$ cat config.mk
export PLATFORM = sky130hd
export DESIGN_NAME = periodic_wake_timer
export DESIGN_NICKNAME = d
export VERILOG_FILES = /design/src/hdl/wake_pkg.sv /design/src/hdl/period_divider.sv /design/src/hdl/periodic_wake_timer.sv
export SDC_FILE = /design/constraint.sdc
export NUM_CORES = 1
export LEC_CHECK = 0
export ABC_AREA = 1
export BUFFER_PORTS_ARGS = -buffer_cell sky130_fd_sc_hd__clkbuf_2
export CAP_MARGIN = 10
export CORE_MARGIN = 4
export CORE_UTILIZATION = 40
export CTS_BUF_LIST = sky130_fd_sc_hd__clkbuf_8 sky130_fd_sc_hd__clkbuf_16
export CTS_CLUSTER_SIZE = 20
export DETAILED_ROUTE_END_ITERATION = 10
export PLACE_DENSITY = 0.7
export RECOVER_POWER = 25
export SETUP_SLACK_MARGIN = 0.4
export SLEW_MARGIN = 5
export SYNTH_ARGS = -nofsm -noshare
export SYNTH_HDL_FRONTEND = slang
export SYNTH_SLANG_ARGS = --single-unit
$ cat constraint.sdc
create_clock -name clk_i -period 2.9 [get_ports clk_i]
set_input_delay 0.29 -clock clk_i [delete_from_list [all_inputs] [get_ports clk_i]]
set_output_delay 0.29 -clock clk_i [all_outputs]
set_load 0.01 [all_outputs]
$ cat src/hdl/wake_pkg.sv
package wake_pkg;
   // Register byte addresses
   localparam logic [15:0] STATUS_CONTROL_ADDR = 16'h1808;
   localparam logic [15:0] OPTIONS_ADDR        = 16'h1810;
   localparam logic [15:0] WAKE_STATE_ADDR     = 16'h1814;
   localparam logic [15:0] POWER_CMD_ADDR      = 16'h1818;
   // Status/control field positions
   localparam int FLAG_BIT   = 7;
   localparam int ACK_BIT    = 6;
   localparam int CLKSEL_BIT = 5;
   localparam int IEN_BIT    = 4;
   localparam int PSEL_MSB   = 2;
   // Options field positions
   localparam int TRE_BIT    = 0;
   localparam int TRH_BIT    = 1;
   localparam int ADCEN_BIT  = 2;
   localparam int KEYEN_LSB  = 4;
   // Power command codes
   localparam logic [1:0] CMD_LIGHT = 2'h1;
   localparam logic [1:0] CMD_DEEP  = 2'h2;
   localparam logic [7:0] CTRL_RESET = 8'h00;
   // Timing
   localparam int CLK_HZ      = 100_000_000;
   localparam int LFO_HZ      = 1_000;
   localparam int BASE_MS     = 2;
   localparam int LFO_TICKS_PER_MS = LFO_HZ / 1000;
   localparam int TEMP_CHANNEL = 1;
   typedef enum logic [1:0] {MODE_RUN, MODE_LIGHT, MODE_DEEP} power_mode_type;
   typedef struct packed {
      logic [31:0] awaddr;
      logic        awvalid;
      logic [31:0] wdata;
      logic [3:0]  wstrb;
      logic        wvalid;
      logic        bready;
      logic [31:0] araddr;
      logic        arvalid;
      logic        rready;
   } axil_req_type;
   typedef struct packed {
      logic        awready;
      logic        wready;
      logic [1:0]  bresp;
      logic        bvalid;
      logic        arready;
      logic [31:0] rdata;
      logic [1:0]  rresp;
      logic        rvalid;
   } axil_rsp_type;
endpackage
$ cat src/hdl/period_divider.sv
`timescale 1ns/1ns
// Tick counter: pulses once every (1 << sel) ticks of the chosen base
module period_divider #(
   parameter int WIDTH = 8
) (
   // Clock and reset
   input  wire logic       clk_i,
   input  wire logic       rst_i,
   // Control
   input  wire logic       clear_i,
   input  wire logic       tick_i,
   input  wire logic [2:0] sel_i,
   // Result
   output logic            elapsed_o
);
   import wake_pkg::*;
   typedef struct packed {
      logic [WIDTH-1:0] count;
      logic             elapsed;
   } div_state_type;
   div_state_type state_reg;
   div_state_type state_next;
   logic [WIDTH-1:0] limit;
   always_comb
   begin
      limit      = WIDTH'((BASE_MS * LFO_TICKS_PER_MS) << (sel_i - 3'h1)) - WIDTH'(1);
      state_next = state_reg;
      state_next.elapsed = 1'b0;
      if (clear_i || sel_i == 3'h0)
      begin
         state_next.count = '0;
      end
      else if (tick_i)
      begin
         if (state_reg.count >= limit)
         begin
            state_next.count   = '0;
            state_next.elapsed = 1'b1;
         end
         else
         begin
            state_next.count = state_reg.count + WIDTH'(1);
         end
      end
   end
   always_ff @(posedge clk_i)
   begin
      if (rst_i)
      begin
         state_reg <= '0;
      end
      else
      begin
         state_reg <= state_next;
      end
   end
   assign elapsed_o = state_reg.elapsed;
endmodule // period_divider

$ cat src/hdl/periodic_wake_timer.sv
`timescale 1ns/1ns
module periodic_wake_timer #(
   parameter int DIV_WIDTH = 8
) (
   // Clock and reset
   input  wire logic                   clk_i,
   input  wire logic                   rst_i,
   // Register bus
   input  wire wake_pkg::axil_req_type axil_req_i,
   output wake_pkg::axil_rsp_type      axil_rsp_o,
   // Oscillator ticks and pins
   input  wire logic                   low_freq_osc_i,
   input  wire logic                   high_freq_osc_i,
   input  wire logic [3:0]             port_a_pins_i,
   input  wire logic                   temp_in_range_i,
   input  wire logic                   temp_cold_i,
   // System
   output logic                        irq_o,
   output logic                        wake_o,
   output logic                        device_reset_o,
   output logic                        low_freq_osc_en_o,
   output logic                        temp_sensor_power_o,
   output logic [2:0]                  temp_channel_o,
   output logic [1:0]                  power_mode_o
);
   import wake_pkg::*;
   typedef struct packed {
      logic [7:0]     ctrl;
      logic [7:0]     opts;
      power_mode_type mode;
      logic           aw_held;
      logic [15:0]    aw_addr;
      logic           w_held;
      logic [31:0]    w_data;
      logic [3:0]     w_strb;
      logic           bvalid;
      logic           rvalid;
      logic [31:0]    rdata;
      logic [6:0]     lf_sync;
      logic [6:0]     hf_sync;
      logic           wake;
      logic           dev_reset;
   } top_state_type;
   top_state_type state_reg;
   top_state_type state_next;
   logic       elapsed;
   logic       lf_tick;
   logic       hf_tick;
   logic       tick;
   logic [3:0] keys;
   logic       key_wake;
   logic       temp_wake;
   logic       do_write;
   logic       restart;
   logic       cold_s;
   logic       range_s;
   // Two-flop synchronisers for pin inputs
   logic [1:0] lf_s, hf_s;
   logic [3:0] key_s1, key_s2;
   logic [1:0] rng_s, cold_ss;
   always_ff @(posedge clk_i)
   begin
      lf_s    <= {lf_s[0], low_freq_osc_i};
      hf_s    <= {hf_s[0], high_freq_osc_i};
      key_s1  <= port_a_pins_i;
      key_s2  <= key_s1;
      rng_s   <= {rng_s[0], temp_in_range_i};
      cold_ss <= {cold_ss[0], temp_cold_i};
   end
   assign keys    = key_s2;
   assign range_s = rng_s[1];
   assign cold_s  = cold_ss[1];
   function automatic logic rise(input logic [6:0] hist);
      rise = hist[0] & ~hist[1];
   endfunction
   assign lf_tick = rise(state_reg.lf_sync);
   assign hf_tick = rise(state_reg.hf_sync);
   // High-freq base valid only in run; falls back to low-freq otherwise
   assign tick = (state_reg.ctrl[CLKSEL_BIT] && state_reg.mode == MODE_RUN) ? hf_tick : lf_tick;
   period_divider #(.WIDTH(DIV_WIDTH)) u_div (
      .clk_i     (clk_i),
      .rst_i     (rst_i),
      .clear_i   (restart),
      .tick_i    (tick),
      .sel_i     (state_reg.ctrl[PSEL_MSB:0]),
      .elapsed_o (elapsed)
   );
   assign key_wake  = |(keys & state_reg.opts[KEYEN_LSB+3:KEYEN_LSB] & 4'hF);
   // Polarity: 1 wakes from the hot side, 0 from the cold side
   assign temp_wake = state_reg.opts[TRE_BIT] && range_s &&
                      (state_reg.opts[TRH_BIT] ? !cold_s : cold_s);
   assign do_write  = state_reg.aw_held && state_reg.w_held && !state_reg.bvalid;
   // New period code restarts the count from zero
   assign restart   = do_write && state_reg.w_strb[0] && state_reg.aw_addr == STATUS_CONTROL_ADDR &&
                      state_reg.w_data[PSEL_MSB:0] != state_reg.ctrl[PSEL_MSB:0];
   always_comb
   begin
      state_next = state_reg;
      state_next.lf_sync = {state_reg.lf_sync[5:0], lf_s[1]};
      state_next.hf_sync = {state_reg.hf_sync[5:0], hf_s[1]};
      state_next.wake      = 1'b0;
      state_next.dev_reset = 1'b0;
      if (axil_req_i.awvalid && !state_reg.aw_held)
      begin
         state_next.aw_held = 1'b1;
         state_next.aw_addr = axil_req_i.awaddr[15:0];
      end
      if (axil_req_i.wvalid && !state_reg.w_held)
      begin
         state_next.w_held = 1'b1;
         state_next.w_data = axil_req_i.wdata;
         state_next.w_strb = axil_req_i.wstrb;
      end
      if (do_write)
      begin
         state_next.aw_held = 1'b0;
         state_next.w_held  = 1'b0;
         state_next.bvalid  = 1'b1;
         if (state_reg.w_strb[0])
         begin
            unique case (state_reg.aw_addr)
               STATUS_CONTROL_ADDR:
               begin
                  state_next.ctrl[CLKSEL_BIT]   = state_reg.w_data[CLKSEL_BIT];
                  state_next.ctrl[IEN_BIT]      = state_reg.w_data[IEN_BIT];
                  state_next.ctrl[PSEL_MSB:0]   = state_reg.w_data[PSEL_MSB:0];
                  if (state_reg.w_data[ACK_BIT])
                  begin
                     state_next.ctrl[FLAG_BIT] = 1'b0;
                  end
               end
               OPTIONS_ADDR:
               begin
                  state_next.opts = {state_reg.w_data[7:4], 1'b0, state_reg.w_data[ADCEN_BIT:0]};
               end
               POWER_CMD_ADDR:
               begin
                  if (state_reg.w_data[1:0] == CMD_LIGHT)
                  begin
                     state_next.mode = MODE_LIGHT;
                  end
                  else if (state_reg.w_data[1:0] == CMD_DEEP)
                  begin
                     state_next.mode = MODE_DEEP;
                  end
               end
               default:
               begin
               end
            endcase
         end
      end
      if (state_reg.bvalid && axil_req_i.bready)
      begin
         state_next.bvalid = 1'b0;
      end
      if (axil_req_i.arvalid && !state_reg.rvalid)
      begin
         state_next.rvalid = 1'b1;
         unique case (axil_req_i.araddr[15:0])
            STATUS_CONTROL_ADDR: state_next.rdata = {24'h000000, state_reg.ctrl & 8'hB7};
            OPTIONS_ADDR:        state_next.rdata = {24'h000000, state_reg.opts};
            WAKE_STATE_ADDR:     state_next.rdata = {26'h0, keys, state_reg.mode};
            default:             state_next.rdata = 32'h00000000;
         endcase
      end
      else if (state_reg.rvalid && axil_req_i.rready)
      begin
         state_next.rvalid = 1'b0;
      end
      // Timer event: set wins over a same-cycle acknowledge
      if (elapsed && state_reg.ctrl[PSEL_MSB:0] != 3'h0)
      begin
         if (state_reg.mode != MODE_DEEP)
         begin
            state_next.ctrl[FLAG_BIT] = 1'b1;
         end
         if (state_reg.mode != MODE_RUN)
         begin
            state_next.wake = 1'b1;
         end
      end
      if (state_reg.mode != MODE_RUN && key_wake)
      begin
         state_next.wake = 1'b1;
      end
      if (state_reg.mode == MODE_DEEP && temp_wake)
      begin
         state_next.wake = 1'b1;
      end
      if (state_next.wake)
      begin
         state_next.mode = MODE_RUN;
         if (state_reg.mode == MODE_DEEP)
         begin
            state_next.dev_reset      = 1'b1;
            state_next.ctrl[FLAG_BIT] = 1'b0;
         end
      end
   end
   always_ff @(posedge clk_i)
   begin
      if (rst_i)
      begin
         state_reg      <= '0;
         state_reg.ctrl <= CTRL_RESET;
      end
      else
      begin
         state_reg <= state_next;
      end
   end
   always_comb
   begin
      axil_rsp_o         = '0;
      axil_rsp_o.awready = !state_reg.aw_held;
      axil_rsp_o.wready  = !state_reg.w_held;
      axil_rsp_o.bvalid  = state_reg.bvalid;
      axil_rsp_o.arready = !state_reg.rvalid;
      axil_rsp_o.rvalid  = state_reg.rvalid;
      axil_rsp_o.rdata   = state_reg.rdata;
   end
   assign irq_o               = state_reg.ctrl[FLAG_BIT] && state_reg.ctrl[IEN_BIT];
   assign wake_o              = state_reg.wake;
   assign device_reset_o      = state_reg.dev_reset;
   assign low_freq_osc_en_o   = 1'b1;
   assign temp_sensor_power_o = state_reg.opts[ADCEN_BIT];
   assign temp_channel_o      = 3'(TEMP_CHANNEL);
   assign power_mode_o        = state_reg.mode;

   property p_ack_clears;
      @(posedge clk_i) disable iff (rst_i)
      do_write && state_reg.w_strb[0] && state_reg.aw_addr == STATUS_CONTROL_ADDR && state_reg.w_data[ACK_BIT] &&
      !(elapsed && state_reg.ctrl[PSEL_MSB:0] != 3'h0) |=> !state_reg.ctrl[FLAG_BIT];
   endproperty
   a_ack_clears: assert property (p_ack_clears) else $error("flag kept after acknowledge");
   property p_no_flag_deep;
      @(posedge clk_i) disable iff (rst_i)
      state_reg.mode == MODE_DEEP && !state_reg.ctrl[FLAG_BIT] |=> !state_reg.ctrl[FLAG_BIT];
   endproperty
   a_no_flag_deep: assert property (p_no_flag_deep) else $error("flag set in deepest sleep");
   property p_flag_set;
      @(posedge clk_i) disable iff (rst_i)
      elapsed && state_reg.ctrl[2:0] != 3'h0 && state_reg.mode == MODE_RUN |=> state_reg.ctrl[FLAG_BIT];
   endproperty
   a_flag_set: assert property (p_flag_set) else $error("flag not set on elapse");
   property p_ack_reads_zero;
      @(posedge clk_i) disable iff (rst_i)
      axil_req_i.arvalid && !state_reg.rvalid && axil_req_i.araddr[15:0] == STATUS_CONTROL_ADDR
      |=> !state_reg.rdata[ACK_BIT];
   endproperty
   a_ack_reads_zero: assert property (p_ack_reads_zero) else $error("ack bit read one");
   property p_off_no_elapse;
      @(posedge clk_i) disable iff (rst_i)
      state_reg.ctrl[2:0] == 3'h0 ##1 state_reg.ctrl[2:0] == 3'h0 |-> !elapsed;
   endproperty
   a_off_no_elapse: assert property (p_off_no_elapse) else $error("elapse while off");
   property p_deep_reset;
      @(posedge clk_i) disable iff (rst_i)
      state_reg.mode == MODE_DEEP && state_next.wake |=> device_reset_o && !state_reg.ctrl[FLAG_BIT];
   endproperty
   a_deep_reset: assert property (p_deep_reset) else $error("deep exit without reset");
   property p_lfo_on;
      @(posedge clk_i) low_freq_osc_en_o;
   endproperty
   a_lfo_on: assert property (p_lfo_on) else $error("oscillator disabled");
   property p_temp_power;
      @(posedge clk_i) disable iff (rst_i)
      do_write && state_reg.w_strb[0] && state_reg.aw_addr == OPTIONS_ADDR
      |=> temp_sensor_power_o == $past(state_reg.w_data[ADCEN_BIT]) && temp_channel_o == 3'h1;
   endproperty
   a_temp_power: assert property (p_temp_power) else $error("sensor power mismatch");
   property p_hf_only_run;
      @(posedge clk_i) disable iff (rst_i)
      state_reg.mode != MODE_RUN |-> tick == lf_tick;
   endproperty
   a_hf_only_run: assert property (p_hf_only_run) else $error("high clock outside run");
   c_irq: cover property (@(posedge clk_i) disable iff (rst_i) $rose(irq_o));
   c_deep: cover property (@(posedge clk_i) disable iff (rst_i) $rose(device_reset_o));
   c_light_wake: cover property (@(posedge clk_i) disable iff (rst_i) state_reg.mode == MODE_LIGHT ##1 wake_o);
endmodule // periodic_wake_timer

After elaboration in Yosys (flattened, before gate mapping):

Cells that the tools add are included.

* $add $sub $neg: 3
* multiply operators: 0
* div/mod/pow operators: 0
* order comparisons: 1
* equality and inequality tests: 11
* shift-type cells: 1
* muxes and demuxes: 22
* bitwise gates (word level): 7
* reduce and logical (&&, ||, !) cells: 39

Operators with widths (count)
* equality test 16 x 13 -> 1 bit (second input constant): 6
* one-hot mux 8 bit (3 select lines): 1
* two-way mux 1 bit: 18
* logical AND 1 bit: 17
* OR reduction 2 bit: 5
* adder 8 x 1 -> 8 bit (second input constant): 1
* greater-or-equal comparator 8 bit: 1
* two-way mux 8 bit: 1
* left shift 2 x 3 -> 8 bit (first input constant): 1
* subtractor 8 x 2 -> 8 bit (second input constant): 1
* AND reduction 3 bit: 2
* nonzero test 2 bit: 3
* zero test 1 bit: 5
* AND 4 bit: 1
* equality test 2 bit (second input constant): 2
* two-way mux 2 bit: 2
* NOT 1 bit: 4
* AND reduction 4 bit: 1
* OR reduction 4 bit: 1
* zero test 3 bit: 1
* inequality test 3 bit: 1
* nonzero test 3 bit: 1
* OR reduction 3 bit: 1
* subtractor 3 x 1 -> 3 bit (second input constant): 1
* 5 further kinds: 6

* flip-flop bits (word level): 107
* latch bits: 0
* memory bits (writable): 0
* ROM bits: 0
* input bits: 115
* output and inout port bits: 51
* word-level logic and storage cells: 108
* memories: 0

Depth between registers and ports, before layout:

* depth after elaboration: 8
* gate-level depth with buffers: 18
* depth with buffers taken out: 17

Cells and area by module:

From an unflattened synthesis, not the netlist that was laid out.

* cells, all modules: 519
* area, all modules: 3862.5 um^2

Modules (own cells, without submodules)
* periodic_wake_timer: times used 1, cells each 421, area each 3153.0 um^2, sequential area each 1461.4 um^2
* period_divider: times used 1, cells each 98, area each 709.4 um^2, sequential area each 180.2 um^2

Least setup slack after synthesis:

OpenSTA, ideal clock, no wires.

* path kind: register -> register
* from: reg state_reg[115] (netlist name)
* to: reg u_div.state_reg[5] (netlist name)
* setup time: 0.065 ns
* data arrival time: 2.703 ns
* required time: 2.835 ns
* setup slack: 0.133 ns
* stages on the path, launching flop included: 19
* path buffers: 1
* period minus slack after synthesis: 2.767 ns
* path through: dfxtp_1 clkbuf_1 nor2_1 ha_1 inv_1 nor2_1 inv_1 ha_1 inv_1 xor2_1 inv_1 ha_1 a21oi_1 nand2_1 o21ai_0 nand2_1 nand2_1 nand3_2 nor2_1

* cells in the longest elaborated chain, start to end: 5
* elaborated cells on any way between the ends: 10
* classes of those cells: add/sub (2); order compare (1); eq/ne (1); shift (1); mux (1); reduce/logical (4)

RTL lines
* from (decl): line periodic_wake_timer.sv:44 `top_state_type state_reg;`
* from (signal assigned): line periodic_wake_timer.sv:210 `state_reg <= state_next;`
* subtractor 3 x 1 -> 3 bit: line period_divider.sv:26 `limit = WIDTH'((BASE_MS * LFO_TICKS_PER_MS) << (sel_i - 3'h1)) - WIDTH'(1);`
* left shift 2 x 3 -> 8 bit: line period_divider.sv:26
* subtractor 8 x 2 -> 8 bit: line period_divider.sv:26
* greater-or-equal comparator 8 bit: line period_divider.sv:35 `if (state_reg.count >= limit)`
* two-way mux 8 bit: line period_divider.sv:35
* to (signal assigned): line period_divider.sv:54 `state_reg <= state_next;`
* to (decl): line period_divider.sv:21 `div_state_type state_reg;`

Parallel ways exist; a longest one is shown, timed or not.
A chain may end at the register's enable or synchronous reset.

Worst setup path in the final report:

* from: reg state_reg[116] (netlist name)
* to: reg u_div.state_reg[3] (netlist name)

Same word-level chain as after synthesis.

==> results.json <==
{
  "cts_tree": "built",
  "cp_max_fo": 7,
  "fin_crit_sh_pct": 82.93,
  "num_io_pins": 166,
  "place_ws_ps": 278.7,
  "syn-cell-area_um2": 3854,
  "clockRootBuffer": "clkbuf_8",
  "die_width_um": 106.2,
  "yosysTopAreaCell": "dfxtp_1",
  "die_area_um2": 11270,
  "cts_htree_levels": 3,
  "ir_drop_mv": 0.2898,
  "clkLatencyLatePin_ps": 350,
  "ant_nets": 0,
  "p_leak_nw": 2.170,
  "routed_wl_mm": 8.312,
  "worstPathArrival_ps": 2650,
  "numCtsBuffers": 9,
  "outcome": "completed",
  "via_per_inst": 4.609,
  "period_needed_ps": 2405,
  "powerDensity_nw_per_um2": 523.1,
  "dp_hpwl_mm": 6.061,
  "grt_pass1_wl_mm": 13.57,
  "r2r_cells": 16,
  "synthTopCellsByArea": "dfxtp_1, nor2_1, buf_4",
  "max-slew-margin-rel_pct": 64.58,
  "num_rows": 35,
  "largest_reg_flops": 38,
  "hold_depth": 1,
  "worstHoldPathType": "in2reg",
  "worst_ep_required_time_ps": 3150,
  "fmax_mhz": 415.8,
  "core_area_um2": 9328,
  "setup_viol": 0,
  "place.gp.congestion": 0.8955,
  "path_clk_slew_ps": 80,
  "setup.worst_path.end_class": "flip-flop",
  "yosysSeqAreaShare_pct": 42.60,
  "antenna_found_initial": 0,
  "die_h_um": 106.2,
  "max_cap_viol_count": 0,
  "clock_skew_ps": 10.32,
  "worstSetupStartpointType": "flip-flop",
  "dr.pass1.iters": 5,
  "drt_iter0_markers": 185,
  "syn_inst": 527,
  "avgSynthCellArea_um2": 7.313,
  "cts.sinks": 82,
  "path_class": "reg2reg",
  "placement.io_buffers": 73,
  "final-hold-violation-count": 0,
  "vias": 3351,
  "grt_pass1_vias": 3098,
  "clock_path_buffers": 2,
  "ys_ff_latch": 82,
  "syn2layout_area_growth_pct": 17.18,
  "drc": 0,
  "fin_nets": 719,
  "tightest_slew_ps": 530.6,
  "yosysWarnings": 0,
  "setup_slack_ps": 494.9,
  "wl_per_cell_um": 11.43,
  "synth_top_area_share_pct": 42.60,
  "rsz0062_at_grt": "yes",
  "final_cell_area_um2": 4516,
  "grt_max_degree": 23,
  "initial_core_util_pct": 41.31,
  "antenna_cells": 0,
  "finalSetupTns_ps": 0,
  "slew_violations": 0,
  "grt_overflow": 0,
  "drive_gt1_share_pct": 21.91,
  "fillers": 939,
  "post_dp_cell_area_um2": 4151,
  "grt_use_total_pct": 14.74,
  "ys_types": 28
}
synth_stat cells:
| master | instances |
|---|---|
| a211oi_1 | 1 |
| a21oi_1 | 24 |
| buf_4 | 45 |
| buf_6 | 1 |
| clkbuf_1 | 12 |
| clkinv_1 | 2 |
| conb_1 | 2 |
| dfxtp_1 | 82 |
| ha_1 | 11 |
| inv_1 | 44 |
| inv_2 | 2 |
| nand2_1 | 85 |
| nand2_2 | 3 |
| nand2_4 | 1 |
| nand3_1 | 41 |
| nand3_2 | 1 |
| nand3b_1 | 2 |
| nand4_1 | 6 |
| nor2_1 | 113 |
| nor2_4 | 2 |
| nor3_1 | 3 |
| nor3_4 | 1 |
| o21a_1 | 2 |
| o21ai_0 | 27 |
| o21ai_2 | 1 |
| or2_2 | 1 |
| xnor2_1 | 7 |
| xor2_1 | 5 |
cell usage in the layout, fill, tap and decap left out, types with 6 or more instances in the layout:
cell / instances
xnor2_1: 7
nand2_1: 83
clkbuf_8: 9
o21ai_0: 25
nand4_1: 6
dfxtp_1: 79
nor2_2: 6
clkbuf_2: 71
nor2_1: 105
buf_4: 10
inv_1: 42
ha_1: 7
a21oi_1: 22
conb_1: 32
nand3_1: 40
per-layer routing:
layer	wire (um)	track usage [%]
met5	0	0
met4	128	5.643
met3	638	3.764
met2	3753	23.80
met1	3792	18.87
worst paths after layout:
path / slack, ps / to / start
min: 30 / key_s1[3] / port_a_pins_i[3]
max reg2reg: 490 / u_div.state_reg[3] / state_reg[116]
max: 490 / u_div.state_reg[3] / state_reg[116]
min reg2reg: 330 / cold_ss[1] / cold_ss[0]
area by class of cell:
cell class	count	area (um2)	area share [%]
Multi-Input combinational cell	369	1848	40.93
Clock inverter	7	116.4	2.577
Tap cell	129	161.4	3.574
Clock buffer	9	123.9	2.743
Inverter	48	182.7	4.045
Sequential cell	82	1645	36.44
Timing Repair Buffer	83	437.9	9.698
worst max-delay path, stage by stage, from the launching register on:
cell and delay [ps]:
dfxtp_2 350, inv_2 60, ha_4 290, inv_4 40
nor2_4 80, inv_2 50, ha_4 150, buf_4 130
o21ai_1 150, inv_1 90, ha_4 280, nand2_1 70
o21a_1 210, nand2_1 70, nand2_2 70, nand3_4 130
nor2_1 60
power breakdown:
group,switching [mW],leakage (nW),internal (mW),total (mW)
logic,0.111,1.37,0.0654,0.176
registers,0.0251,0.676,1.17,1.20
clock network,0.416,0.125,0.572,0.988
cell families (layout without fill, tap and decap cells):
group | after synthesis | count (layout) | synth area share [%]
and+or+nand+nor | 259 | 259 | 28.57
buffers and inverters | 106 | 147 | 14.90
DFF | 82 | 82 | 42.60
AOI/OAI and AO/OA | 55 | 55 | 7.435
xor gates and xnor gates | 12 | 12 | 2.727
adders and majority gates | 11 | 11 | 3.571
other | 2 | 32 | 0.1949
metrics by stage:
stage                     total power [mW]  hold WS (ps)  cells  utilization, %
after CTS                            2.393         16.83    722           47.40
after floorplan                      1.366         309.6    557               -
final                                2.362         33.15    727           48.41
after detailed placement             1.402         313.6    706           44.51
after global placement               1.396         313.2    706           44.51
after global routing                 2.469         13.64    727           48.41
repair_timing:
item | in CTS | in global routing
endpoints found under the hold margin | 0 | 0
hold buffers | 0 | 0
buffers inserted | 0 | 5
pin swaps | 0 | 13
resized for setup | 6 | 22
setup endpoints to repair | 7 | 9
Power figures use the tool's default switching activity.
